--- src/hdl/asrp_pkg.sv ---
// asrp_pkg: constants and types shared by the serial readout port files.
// assumes a single 40 MHz system clock; no software-visible registers.
`default_nettype none
package asrp_pkg;
  localparam int unsigned CLK_HZ = 40_000_000;
  // least external conversion clock frequency that counts as present
  localparam int unsigned DETECT_HZ = 2560;
  localparam int unsigned DETECT_CYCLES = CLK_HZ / DETECT_HZ;
  // conversion length in conversion clock periods
  localparam int unsigned CONV_TICKS = 20510;
  localparam int unsigned INT_OSC_DIV = 287;
  localparam int unsigned SCK_DIV = 8;
  localparam int unsigned SCK_HALF = SCK_DIV / 2;
  localparam int unsigned CHAN_BITS = 5;
  localparam int unsigned WORD_BITS = 19;
  localparam int unsigned PEND_POS = 18;
  localparam int unsigned ZERO_POS = 17;
  localparam int unsigned SIGN_POS = 16;
  localparam int unsigned RES_BITS = 16;
  localparam logic [4:0] LAST_BIT = 5'h13;
  localparam logic [2:0] INIT_LAST = 3'h5;

  typedef enum logic [2:0] {
    ST_CONV  = 3'h1,
    ST_SLEEP = 3'h2,
    ST_DATA  = 3'h4
  } asrp_state_t;

  typedef struct packed {
    logic sckOut;
    logic sckOeN;
    logic sdoOut;
    logic sdoOeN;
  } asrp_pins_t;

  typedef struct packed {
    logic csN;
    logic sck;
    logic sdi;
    logic rejClk;
  } asrp_pinin_t;

  localparam asrp_pinin_t PIN_RST = 4'hE;

  typedef struct packed {
    logic sign;
    logic [RES_BITS-1:0] value;
  } asrp_result_t;
endpackage
`default_nettype wire

--- src/hdl/asrp_readout_port.sv ---
// asrp_readout_port: serial status/readout port of a multichannel converter.
// assumes pins arrive asynchronously; the analog core presents its result on resultIn.
`default_nettype none
// How it works
// RL1 - sdo moves after falling sck, sdi sampled on rising sck; host uses opposite edges
// RL2 - internal mode drives sck at conversion clock over 8; external mode reads it
// RL3 - at power-up and each cs fall, sck high picks internal, low external
// RL4 - host holds sck low at cs fall to get external clock mode
// RL5 - sdi ignored while cs high or converting; taken only in data output
// RL6 - channel bits shifted in during readout select the next conversion channel
// RL7 - sdo is high impedance whenever cs is high
// RL8 - with cs low in convert or sleep, sdo shows pending: high converting, low ready
// RL9 - after conversion, sleep until rising sck with cs low starts data output
// RL10 - data output sends the previous result on sdo, msb first
// RL11 - cs high at conversion end means the device sleeps on its own
// RL12 - the finished result is held in the shift register while sleeping
// RL13 - pending readable on first rising sck, last result bit on nineteenth
// RL14 - external mode: nineteenth falling sck starts conversion and drives sdo high
// RL15 - cs rising after data output began aborts and starts a new conversion
// RL16 - abort before the final channel bit keeps the old channel selection
// RL17 - host may abort between first rising and nineteenth falling sck edge
// RL18 - cs held low converts continuously at the full rate
// RL19 - host may watch pending fall as interrupt, or raise cs to release sdo
// RL20 - external 3-wire mode: sck alone controls conversion and output
// RL21 - internal 3-wire mode converts continuously, clocking out each result
// RL22 - word: bit 18 pending, bit 17 zero, bit 16 sign, bits 15..0 result
// RL23 - sck pulses beyond nineteen do not corrupt the serial data
// RL24 - external conversion clock used only at 2560 Hz or faster
// RL25 - convert, sleep and data output states with a nineteen edge counter
// RL26 - clock mode latched at cs fall and held until the next cs fall
module asrp_readout_port #(
  parameter int unsigned CONV_TICKS = asrp_pkg::CONV_TICKS,
  parameter int unsigned DETECT_CYCLES = asrp_pkg::DETECT_CYCLES,
  parameter int unsigned INT_OSC_DIV = asrp_pkg::INT_OSC_DIV,
  parameter int unsigned CHAN_BITS = asrp_pkg::CHAN_BITS
) (
  input wire logic clk_sys,
  input wire logic rstn,
  input wire logic csPinN,
  input wire logic sckPinIn,
  input wire logic sdiPin,
  input wire logic rejectionClockPin,
  input wire asrp_pkg::asrp_result_t resultIn,
  output var asrp_pkg::asrp_pins_t pinsOut,
  output logic convStart,
  output logic [CHAN_BITS-1:0] channelSel,
  output logic extSckMode,
  output logic extConvClk
);
  localparam int unsigned CW = $clog2(CONV_TICKS + 1);

  if (CHAN_BITS < 2 || CHAN_BITS > 18 || CONV_TICKS < 2) begin : g_bad_params
    $error("asrp_readout_port: unsupported parameter values");
  end

  typedef struct packed {
    asrp_pkg::asrp_state_t st;
    logic extSck;
    logic [2:0] init;
    logic csPrev;
    logic sckPrev;
    logic [CW-1:0] convCnt;
    logic [1:0] divCnt;
    logic [4:0] bitCnt;
    logic [asrp_pkg::WORD_BITS-1:0] shift;
    logic [CHAN_BITS-1:0] chanShift;
    logic [CHAN_BITS-1:0] channel;
    asrp_pkg::asrp_pins_t pins;
    logic convStart;
  } asrp_port_t;

  asrp_port_t q, n;
  asrp_pkg::asrp_pinin_t pin;
  logic convTick;
  logic cs, sck, csRise, csFall, extRise, extFall, intRise, intFall, rise, fall;

  asrp_sync #(
    .W($bits(asrp_pkg::asrp_pinin_t)),
    .RST(asrp_pkg::PIN_RST)
  ) u_sync (
    .clk_sys(clk_sys),
    .rstn(rstn),
    .din({csPinN, sckPinIn, sdiPin, rejectionClockPin}),
    .dout(pin)
  );

  asrp_conv_clk #(
    .DETECT_CYCLES(DETECT_CYCLES),
    .INT_OSC_DIV(INT_OSC_DIV)
  ) u_cclk (
    .clk_sys(clk_sys),
    .rstn(rstn),
    .refClk(pin.rejClk),
    .convTick(convTick),
    .extClk(extConvClk)
  );

  assign cs = pin.csN;
  assign sck = pin.sck;
  assign csRise = cs & ~q.csPrev;
  assign csFall = ~cs & q.csPrev;
  assign extRise = q.extSck & sck & ~q.sckPrev;
  assign extFall = q.extSck & ~sck & q.sckPrev;
  // internal sck toggles every half period of conversion clock ticks
  assign intRise = ~q.extSck && q.st == asrp_pkg::ST_DATA && convTick
                   && q.divCnt == 2'(asrp_pkg::SCK_HALF - 1) && !q.pins.sckOut;
  assign intFall = ~q.extSck && q.st == asrp_pkg::ST_DATA && convTick
                   && q.divCnt == 2'(asrp_pkg::SCK_HALF - 1) && q.pins.sckOut;
  assign rise = extRise | intRise; // RL1
  assign fall = extFall | intFall; // RL1

  always_comb begin
    logic [4:0] cnt;
    logic start;
    cnt = q.bitCnt;
    start = 1'h0;
    n = q;
    n.convStart = 1'h0;
    n.csPrev = cs;
    n.sckPrev = sck;
    // clock source chosen after power-up settling and at every cs fall
    if (q.init != asrp_pkg::INIT_LAST) begin
      n.init = q.init + 3'h1;
      if (q.init == asrp_pkg::INIT_LAST - 3'h1) begin
        n.extSck = ~sck; // RL3
      end
    end else if (csFall) begin
      n.extSck = ~sck; // RL3 RL26
    end
    if (q.st == asrp_pkg::ST_DATA && !q.extSck && convTick) begin
      n.divCnt = q.divCnt + 2'h1; // RL2
      if (q.divCnt == 2'(asrp_pkg::SCK_HALF - 1)) begin
        n.pins.sckOut = ~q.pins.sckOut; // RL2
      end
    end
    unique case (q.st)
      asrp_pkg::ST_CONV: begin
        if (convTick) begin
          n.convCnt = q.convCnt + CW'(1);
          if (q.convCnt == CW'(CONV_TICKS - 1)) begin
            n.convCnt = '0;
            n.st = asrp_pkg::ST_SLEEP; // RL11
            n.shift = {1'h0, 1'h0, resultIn.sign, resultIn.value}; // RL22
          end
        end
      end
      asrp_pkg::ST_SLEEP: begin // RL12
        if (!cs && q.extSck && extRise) begin
          n.st = asrp_pkg::ST_DATA; // RL9 RL20
        end else if (!cs && !q.extSck) begin
          n.st = asrp_pkg::ST_DATA; // RL18 RL21
          n.divCnt = '0;
          n.pins.sckOut = 1'h0;
        end
      end
      asrp_pkg::ST_DATA: begin
        if (csRise) begin
          start = 1'h1; // RL15
        end else if (fall) begin
          n.shift = {q.shift[asrp_pkg::WORD_BITS-2:0], 1'h0}; // RL10
          // internal mode ends half a period after the 19th rise, so bit 0 stands across it
          if (q.bitCnt == asrp_pkg::LAST_BIT) begin
            start = 1'h1; // RL14 RL21 RL25
          end
        end
      end
      default: begin
        n.st = asrp_pkg::ST_CONV;
      end
    endcase
    // sdi taken on rising edges only inside a readout, while cs is low
    if (!cs && rise && (q.st == asrp_pkg::ST_DATA || q.st == asrp_pkg::ST_SLEEP)) begin // RL23
      cnt = q.bitCnt + 5'h1;
      n.bitCnt = cnt; // RL25
      if (q.bitCnt < 5'(CHAN_BITS)) begin
        n.chanShift = {q.chanShift[CHAN_BITS-2:0], pin.sdi}; // RL5 RL6
      end
    end
    if (start) begin
      n.st = asrp_pkg::ST_CONV;
      n.convCnt = '0;
      n.convStart = 1'h1;
      n.bitCnt = '0;
      n.pins.sckOut = 1'h1;
      if (cnt >= 5'(CHAN_BITS)) begin
        n.channel = n.chanShift; // RL6 RL16
      end
    end
    n.pins.sdoOeN = cs; // RL7
    n.pins.sckOeN = n.extSck | cs; // RL2
    // pending flag outside data output, result msb first inside it
    n.pins.sdoOut = (n.st == asrp_pkg::ST_DATA) ? n.shift[asrp_pkg::PEND_POS]
                                               : (n.st == asrp_pkg::ST_CONV); // RL8 RL13
  end

  always_ff @(posedge clk_sys or negedge rstn) begin
    if (!rstn) begin
      q <= '0;
      q.st <= asrp_pkg::ST_CONV;
      q.csPrev <= 1'h1;
      q.sckPrev <= 1'h1;
      q.pins <= 4'hF;
    end else begin
      q <= n;
    end
  end

  assign pinsOut = q.pins;
  assign convStart = q.convStart;
  assign channelSel = q.channel;
  assign extSckMode = q.extSck;
endmodule // asrp_readout_port
`default_nettype wire

--- src/hdl/asrp_sync.sv ---
// asrp_sync: three-stage pin synchroniser; output moves when stages two and three agree.
// assumes inputs are asynchronous to clk_sys.
`default_nettype none
module asrp_sync #(
  parameter int unsigned W = 4,
  parameter logic [W-1:0] RST = '0
) (
  input wire logic clk_sys,
  input wire logic rstn,
  input wire logic [W-1:0] din,
  output logic [W-1:0] dout
);
  typedef struct packed {
    logic [W-1:0] s1;
    logic [W-1:0] s2;
    logic [W-1:0] s3;
    logic [W-1:0] o;
  } asrp_sync_t;

  asrp_sync_t q, n;

  always_comb begin
    n = q;
    n.s1 = din;
    n.s2 = q.s1;
    n.s3 = q.s2;
    for (int i = 0; i < W; i++) begin
      if (q.s2[i] == q.s3[i]) begin
        n.o[i] = q.s3[i];
      end
    end
  end

  always_ff @(posedge clk_sys or negedge rstn) begin
    if (!rstn) begin
      q <= {RST, RST, RST, RST};
    end else begin
      q <= n;
    end
  end

  assign dout = q.o;
endmodule // asrp_sync
`default_nettype wire

--- src/hdl/asrp_conv_clk.sv ---
// asrp_conv_clk: conversion clock tick, from the external pin when fast enough, else internal.
// assumes refClk is already synchronised to clk_sys.
`default_nettype none
module asrp_conv_clk #(
  parameter int unsigned DETECT_CYCLES = asrp_pkg::DETECT_CYCLES,
  parameter int unsigned INT_OSC_DIV = asrp_pkg::INT_OSC_DIV
) (
  input wire logic clk_sys,
  input wire logic rstn,
  input wire logic refClk,
  output logic convTick,
  output logic extClk
);
  localparam int unsigned GW = $clog2(DETECT_CYCLES + 1);
  localparam int unsigned DW = $clog2(INT_OSC_DIV + 1);

  if (DETECT_CYCLES < 2 || INT_OSC_DIV < 1) begin : g_bad_counts
    $error("asrp_conv_clk: counts too small");
  end

  typedef struct packed {
    logic prev;
    logic ext;
    logic tick;
    logic [GW-1:0] gap;
    logic [DW-1:0] div;
  } asrp_cclk_t;

  asrp_cclk_t q, n;
  logic rise;

  assign rise = refClk & ~q.prev;

  always_comb begin
    n = q;
    n.prev = refClk;
    // edges closer than the detect period mean an external clock is present
    if (rise) begin
      n.gap = '0;
      if (q.gap < GW'(DETECT_CYCLES)) begin
        n.ext = 1'h1; // RL24
      end
    end else if (q.gap == GW'(DETECT_CYCLES)) begin
      n.ext = 1'h0; // RL24
    end else begin
      n.gap = q.gap + GW'(1);
    end
    n.div = (q.div == DW'(INT_OSC_DIV - 1)) ? '0 : q.div + DW'(1);
    n.tick = q.ext ? rise : (q.div == DW'(INT_OSC_DIV - 1));
  end

  always_ff @(posedge clk_sys or negedge rstn) begin
    if (!rstn) begin
      q <= '0;
    end else begin
      q <= n;
    end
  end

  assign convTick = q.tick;
  assign extClk = q.ext;
endmodule // asrp_conv_clk
`default_nettype wire

--- config.mk ---
export PLATFORM = sky130hd
export DESIGN_NAME = asrp_readout_port
export DESIGN_NICKNAME = d
export VERILOG_FILES = /design/src/hdl/asrp_pkg.sv /design/src/hdl/asrp_readout_port.sv /design/src/hdl/asrp_sync.sv /design/src/hdl/asrp_conv_clk.sv
export SDC_FILE = /design/constraint.sdc
export NUM_CORES = 1
export LEC_CHECK = 0
export BUFFER_PORTS_ARGS = -buffer_cell sky130_fd_sc_hd__buf_2
export CORE_ASPECT_RATIO = 1.75
export CORE_MARGIN = 2
export CORE_UTILIZATION = 45
export DETAILED_ROUTE_END_ITERATION = 6
export HOLD_SLACK_MARGIN = 0.06
export SLEW_MARGIN = 20
export SYNTH_ARGS = -nofsm -noshare
export SYNTH_HDL_FRONTEND = slang
export SYNTH_HIERARCHICAL = 1
export SYNTH_SLANG_ARGS = --single-unit
--- constraint.sdc ---
create_clock -name clk_sys -period 3 [get_ports clk_sys]
set_input_delay 0.6 -clock clk_sys [delete_from_list [all_inputs] [get_ports clk_sys]]
set_output_delay 0.6 -clock clk_sys [all_outputs]
set_load 0.01 [all_outputs]
---- Word level (Yosys, flattened, before mapping) ----
Index checks and enable logic that the tools add are counted.
Widths: inputs -> output; s select.
storage, ports and cells
  bits in registers ....................... 106
  input port bits ......................... 23
  logic and storage cells ................. 145
operators by class
  $add $sub $neg .......................... 6
  order comparisons ....................... 3
  equality and inequality tests ........... 22
  mux-type cells .......................... 45
  bitwise gates (word level) .............. 17
  reductions and logical operators ........ 24
operators by type and width
  cell                   count
  $mux 19                4
  $mux 15                4
  $pmux 19 s2            1
  $mux 14                2
  $mux 5                 4
  $mux 1                 19
  $add 15x1->15 const B  1
  $eq 15x15->1 const B   1
  $mux 3                 5
  $add 14x1->14 const B  1
  $eq 14x14->1 const B   1
  $lt 14x14->1 const B   1
  $logic_and 1x1->1      12
  $add 9x1->9 const B    1
  $eq 3x3->1 const B     3
  $eq 9x9->1 const B     1
  $mux 9                 1
  $pmux 3 s3             1
  $mux 2                 4
  $ne 2x2->1 const B     4
  $reduce_bool 2->1      4
  $and 1x1->1            7
  $not 1->1              7
  $eq 3x1->1 const B     2
  16 further kinds       26

---- Longest topological paths before layout ----
Gate-level depths: netlist of the first run.
  word-level depth ........................ 12
  mapped depth ............................ 9

---- Modules after synthesis ----
The synthesis of the first run kept the hierarchy.
modules (own cells, without submodules)
  module             times used  cells an instance  area an instance (um^2)
  asrp_readout_port  1           300                3125.5
  asrp_conv_clk      1           126                1296.2
  asrp_sync          1           24                 490.5

---- Worst setup path before layout of the first run ----
No wires, ideal clock.
  path kind ............................... register -> register
  start ................................... reg q[63] (netlist name)
  end ..................................... reg q (netlist bit channelSel[1])
  library setup time ...................... 0.128 ns
  arrival ................................. 2.329 ns
  data required time ...................... 2.872 ns
  path slack .............................. 0.543 ns
  cell stages (with the launch flop) ...... 7
  path buffers ............................ 0
  clock period less this slack ............ 2.457 ns
  cell sequence ........................... dfrtp_1 -> or3b_4 -> o21a_1 -> or2_4 -> nor4b_4 -> mux2_2 -> mux2_1
RTL lines
  element               line                      source
  end signal, assigned  asrp_readout_port.sv:204  q <= n;
  end, declared         asrp_readout_port.sv:72   asrp_port_t q, n;

==> results of run 1 <==
==> worst paths after layout <==
path                              from            end  cells past startpoint
max in group asynchronous         rstn          q[62]                      2
min in group clk_sys            sdiPin    u_sync/n[9]                      1
hold / removal                    rstn          q[11]                      1
setup reg to reg                 q[63]  channelSel[0]                      6
setup / recovery                 q[63]  channelSel[0]                      6
hold reg to reg            u_sync/n[8]    u_sync/n[4]                      0
==> state kept, by name (all words and copies together), names as in the netlist <==
signal,cells
u_sync/n,8
extSckMode,1
channelSel,5
q,53
u_cclk/q,24
convStart,1
u_cclk/convTick,1
u_sync/q,4
u_cclk/extClk,1
pinsOut,4
u_sync/dout,4
==> stage by stage <==
step | cells | setup WS (ns) | total power (W) | utilization (%) | hold WS, ns
global route | 613 | 0.230 | 0.00322 | 51.1 | 0.211
floorplan | 450 | 0.543 | 0.00180 | - | 0.304
finish | 613 | 0.343 | 0.00307 | 51.1 | 0.190
detailed placement | 597 | 0.348 | 0.00191 | 48.3 | 0.346
CTS | 613 | 0.324 | 0.00311 | 51.1 | 0.200
global placement | 597 | 0.415 | 0.00189 | 48.3 | 0.335
==> cell usage after synthesis, types with 3 or more instances <==
master     n
ha_1      12
mux2_1     5
nand2_1   57
buf_2      3
maj3_2     4
xnor2_1   12
nand2b_1   6
nor2b_1    6
nor4_1     4
clkbuf_1   7
dfstp_2   18
and3_1     3
xor2_1    20
mux2i_1    3
buf_4     13
a21oi_1   10
nor2_1    44
nor4bb_1   3
nand3_1   17
inv_1      8
dfrtp_1   88
mux2_2     6
a22oi_1   16
or3_1      5
nor3_1     7
nand4_1    9
o21ai_0   19
==> cell families after synthesis <==
family | share of synthesized area (%)
AOI/OAI and AO/OA | 8.69
xor gates and xnor gates | 5.71
adders and majority gates | 3.97
buffers and inverters | 3.80
DFF | 54.5
muxes | 3.13
and+or+nand+nor | 20.2
==> power by group through the flow <==
stage | Clock [W] | Sequential (W) | Combinational [W]
3_3_place_gp | 0 | 0.00164 | 0.000254
6_report | 0.00120 | 0.00162 | 0.000258
3_5_place_dp | 0 | 0.00164 | 0.000264
2_1_floorplan | 0 | 0.00161 | 0.000189
5_1_grt | 0.00129 | 0.00163 | 0.000300
4_1_cts | 0.00123 | 0.00162 | 0.000265
==> per-layer routing <==
metal / up-vias / track usage (%)
li1: 1612 / -
met1: 1645 / 19.8
met2: 31 / 28.4
met3: 13 / 3.19
met4: 0 / 6.90
met5: - / 0
==> area by class of cell <==
class / count / area (µm²)
Fill cell: 970 / 5230
Sequential cell: 106 / 2680
Multi-Input combinational cell: 311 / 2060
Timing Repair Buffer: 41 / 238
Clock buffer: 9 / 225
Tap cell: 130 / 163
Clock inverter: 7 / 76.3
Inverter: 9 / 36.3
==> worst max-delay path, stage by stage, from the launching register on <==
cell and delay (ns):
dfrtp_1 0.44, or3b_4 0.45, o21a_1 0.27, or2_4 0.30, nor4b_4 0.38, mux2_2 0.40
mux2_1 0.30
==> flow_metrics.env, run 1 <==
export IMPL_status="complete, no violations"
export IMPL_clock_sinks=106
export IMPL_layout_nets=513
export IMPL_p_sw_share_pct=25.5
export IMPL_required_ns=3.23
export IMPL_final_cell_mix="88 x dfrtp_1, 57 x nand2_1, 44 x nor2_1"
export IMPL_drv_cap=0
export IMPL_initial_core_util_pct=45.9
export IMPL_fmax_ghz=0.376
export IMPL_yosys_area_top_type="dfrtp_1"
export IMPL_grt_pass1_vias=3315
export IMPL_die_h_um=142
export IMPL_postCtsHoldBufs=0
export IMPL_post_drt_via_cell_ratio=5.38
export IMPL_placement_cell_area_um2=5170
export IMPL_synth_area_leaders="dfrtp_1 45%, dfstp_2 9.6%, nand2_1 4.4%"
export IMPL_synth_area_um2=4910
export IMPL_die_w_um=83.0
export IMPL_wl_met1_um=3900
export IMPL_timing_worst_setup_path_type="reg2reg"
export IMPL_clkLatencyLatePin_ns=0.35
export IMPL_fin_crit_ns=2.66
export IMPL_vias=3301
export IMPL_post_cts_buffers=0
export IMPL_first_pass_iters=4
export IMPL_end_kind="register"
export IMPL_rsz0062_at_grt="false"
export IMPL_hold_viol_final=0
export IMPL_layout_worst_path_cycle_share_pct=88.6
export IMPL_wl_met2_um=4890
export IMPL_drc=0
export IMPL_avgSynthCellArea_um2=10.9
export IMPL_stdcell_area_um2=5470
export IMPL_cp_max_fo=6
export IMPL_ir_drop_uv=362
export IMPL_hpwl_um=6310
export IMPL_grt_pass1_wl_um=15700
export IMPL_overflow=0
export IMPL_max_slew_margin_pct=28.9
export IMPL_io_buffers=34
export IMPL_antenna_found_initial=0
export IMPL_synth_top_area_share_pct=44.8
export IMPL_synth_ff_type="dfrtp_1"
export IMPL_cts_resized=0
export IMPL_drive_gt1_share_pct=21.3
export IMPL_io_pins=35
export IMPL_syn_to_final_growth_pct=11.3
export IMPL_met3_length_um=188
export IMPL_final_common_cell="dfrtp_1"
export IMPL_pwr_share_seq_pct=52.7
export IMPL_power_frac_comb_pct=8.4
export IMPL_ant_nets=0
export IMPL_cts_root_buf="clkbuf_16"
export IMPL_die_area_um2=11800
export IMPL_slew_violations=0
export IMPL_clockBufferDepth=2
export IMPL_cts_tree="yes"
export IMPL_intPower_w=0.00229
export IMPL_tns_ns=0
export IMPL_power_density_nw_per_um2=561
export IMPL_skew_ns=0.00649
export IMPL_cp_arrival_ns=2.88
export IMPL_synth_cell_type_count=62
export IMPL_gp_congestion=0.850
export IMPL_drt_wl_total_um=9160
export IMPL_top_layer="met4"
export IMPL_setup_viol=0
export IMPL_min_delay_path_class="in2async"
export IMPL_r2r_slack_ns=0.34
export IMPL_start_kind="register"
export IMPL_power_switching_w=0.000784
export IMPL_synth_async_reset_ratio_pct=100
export IMPL_htree_levels=3
export IMPL_p_leak_nw=2.43
export IMPL_p_clk_share_pct=38.9
export IMPL_yosysWarnings=6
export IMPL_grt_max_degree=73
export IMPL_drt_iter0_markers=210
export IMPL_rows=50
export IMPL_ys_ff_latch=106
export IMPL_synthCells=450
export IMPL_syn_num_nets=485
export IMPL_ys_seq_area_share_pct=54.5
export IMPL_grt_usage_pct=16.4
export IMPL_core_area_um2=10700
export IMPL_wl_per_cell_um=14.9
export IMPL_synth_edff_count=0
export IMPL_antenna_cells=0
export IMPL_clk_pin_slew_ns=0.07
export IMPL_worstMarginPinSlew_ns=1.06
export IMPL_cts_made_buffers=9
Power figures use the tool's default switching activity.
==> run 2, diff against run 1 <==
--- a/config.mk
+++ b/config.mk
@@ -6,7 +6,7 @@
 export NUM_CORES = 1
 export LEC_CHECK = 0
 export BUFFER_PORTS_ARGS = -buffer_cell sky130_fd_sc_hd__buf_2
-export CORE_ASPECT_RATIO = 1.75
+export CORE_ASPECT_RATIO = 0.5
 export CORE_MARGIN = 2
 export CORE_UTILIZATION = 45
 export DETAILED_ROUTE_END_ITERATION = 6
==> flow_metrics.env, run 2 (same netlist as run 1, synthesis figures left out) <==
export IMPL_rows=26
export IMPL_layout_worst_path_cycle_share_pct=88.8
export IMPL_timing_worst_setup_path_type="reg2reg"
export IMPL_largest_register_ffs=53
export IMPL_postCtsHoldBufs=0
export IMPL_skew_ns=0.00844
export IMPL_ant_nets=0
export IMPL_clk_pin_slew_ns=0.07
export IMPL_htree_levels=3
export IMPL_post_drt_via_cell_ratio=5.10
export IMPL_die_w_um=152
export IMPL_r2r_slack_ns=0.34
export IMPL_drt_iter0_markers=157
export IMPL_grt_pass1_vias=3186
export IMPL_worstMarginPinSlew_ns=1.01
export IMPL_tns_ns=0
export IMPL_fillCellCount=939
export IMPL_first_pass_iters=4
export IMPL_start_kind="register"
export IMPL_hpwl_um=5920
export IMPL_final_common_cell="dfrtp_1"
export IMPL_met3_length_um=213
export IMPL_vias=3185
export IMPL_grt_usage_pct=16.0
export IMPL_antenna_cells=0
export IMPL_hold_viol_final=0
export IMPL_io_buffers=34
export IMPL_timing_hold_ws_ns=0.191
export IMPL_drive_gt1_share_pct=21.1
export IMPL_slew_violations=0
export IMPL_top_layer="met4"
export IMPL_layout_nets=514
export IMPL_fmax_ghz=0.375
export IMPL_end_kind="register"
export IMPL_die_h_um=77.9
export IMPL_final_cell_mix="88 x dfrtp_1, 57 x nand2_1, 44 x nor2_1"
export IMPL_r2r_cells=6
export IMPL_clkLatencyLatePin_ns=0.34
export IMPL_cp_arrival_ns=2.88
export IMPL_grt_max_degree=56
export IMPL_r2r_start="q[63]"
export IMPL_core_area_um2=10400
export IMPL_grt_pass1_wl_um=15100
export IMPL_cp_max_fo=6
export IMPL_antenna_found_initial=0
export IMPL_clock_sinks=106
export IMPL_drc=0
export IMPL_post_cts_buffers=0
export IMPL_overflow=0
export IMPL_wl_met1_um=4350
export IMPL_gp_congestion=0.729
export IMPL_layout_area_seq_um2=2680
export IMPL_syn_to_final_growth_pct=11.0
export IMPL_required_ns=3.22
export IMPL_p_leak_nw=2.41
export IMPL_io_pins=35
export IMPL_cts_resized=0
export IMPL_fin_total_pwr_w=0.00292
export IMPL_regMostFlops="q"
export IMPL_cts_root_buf="clkbuf_16"
export IMPL_setup_viol=0
export IMPL_min_delay_path_class="in2async"
export IMPL_rsz0062_at_grt="false"
export IMPL_rr_endpoint="channelSel[2]"
export IMPL_drv_cap=0
export IMPL_wl_per_cell_um=13.7
export IMPL_clockBufferDepth=2
export IMPL_initial_core_util_pct=47.2
export IMPL_fin_crit_ns=2.66
export IMPL_max_slew_margin_pct=32.4
export IMPL_cts_tree="yes"
export IMPL_multi_input_area_um2=2060
export IMPL_status="complete, no violations"
export IMPL_die_area_um2=11800
export IMPL_ir_drop_uv=292
export IMPL_wl_met2_um=3870
export IMPL_drt_wl_total_um=8550
export IMPL_cts_made_buffers=9
export IMPL_power_density_nw_per_um2=536
## run 2: through the flow
step / instance area (µm²) / instances / util (%) / worst slack (ns)
finish: 5450 / 624 / 52.4 / 0.336
global placement: 5190 / 608 / 49.8 / 0.403
CTS: 5450 / 624 / 52.4 / 0.345
global route: 5450 / 624 / 52.4 / 0.236
detailed placement: 5190 / 608 / 49.8 / 0.376
floorplan: 4910 / 450 / - / 0.543
## run 2: worst max-delay path, cell delays in order (launching register included)
cell     delay [ns]
dfrtp_1        0.44
or3b_4         0.45
o21a_1         0.26
or2_4          0.30
nor4b_4        0.39
mux2_2         0.40
mux2_1         0.31
## run 2: layout make-up
| type | instances | share of cell area, % |
|---|---|---|
| clock buffers | 11 | 4.27 |
| repair buffers | 42 | 4.50 |
| flip-flops and latches | 106 | 49.1 |
| inverters | 9 | 0.665 |
| multi-input cells | 311 | 37.7 |
| clock inverters | 5 | 0.597 |
| well taps | 140 | 3.21 |
## run 2: how the worst max path moves through the flow
| stage | end | from | slack [ns] |
|---|---|---|---|
| 2_1_floorplan | channelSel[1] | q[63] | 0.54 |
| 3_3_place_gp | channelSel[4] | q[63] | 0.40 |
| 3_5_place_dp | channelSel[2] | q[63] | 0.38 |
| 4_1_cts | channelSel[2] | q[63] | 0.34 |
| 5_1_grt | q[30] | q[62] | 0.24 |
| 6_report | channelSel[2] | q[63] | 0.34 |
## run 2: routing by layer
| metal | vias to the layer above | track usage (%) |
|---|---|---|
| li1 | 1602 | - |
| met1 | 1541 | 22.8 |
| met3 | 13 | 3.71 |
| met4 | 0 | 5.00 |
| met2 | 29 | 24.3 |
| met5 | - | 0 |
## run 2: power breakdown
group | total [W] | internal (W) | switching [W]
Combinational | 0.000255 | 0.000115 | 0.000140
Clock | 0.00105 | 0.000560 | 0.000489
Sequential | 0.00162 | 0.00152 | 0.0000984
Total | 0.00292 | 0.00219 | 0.000727
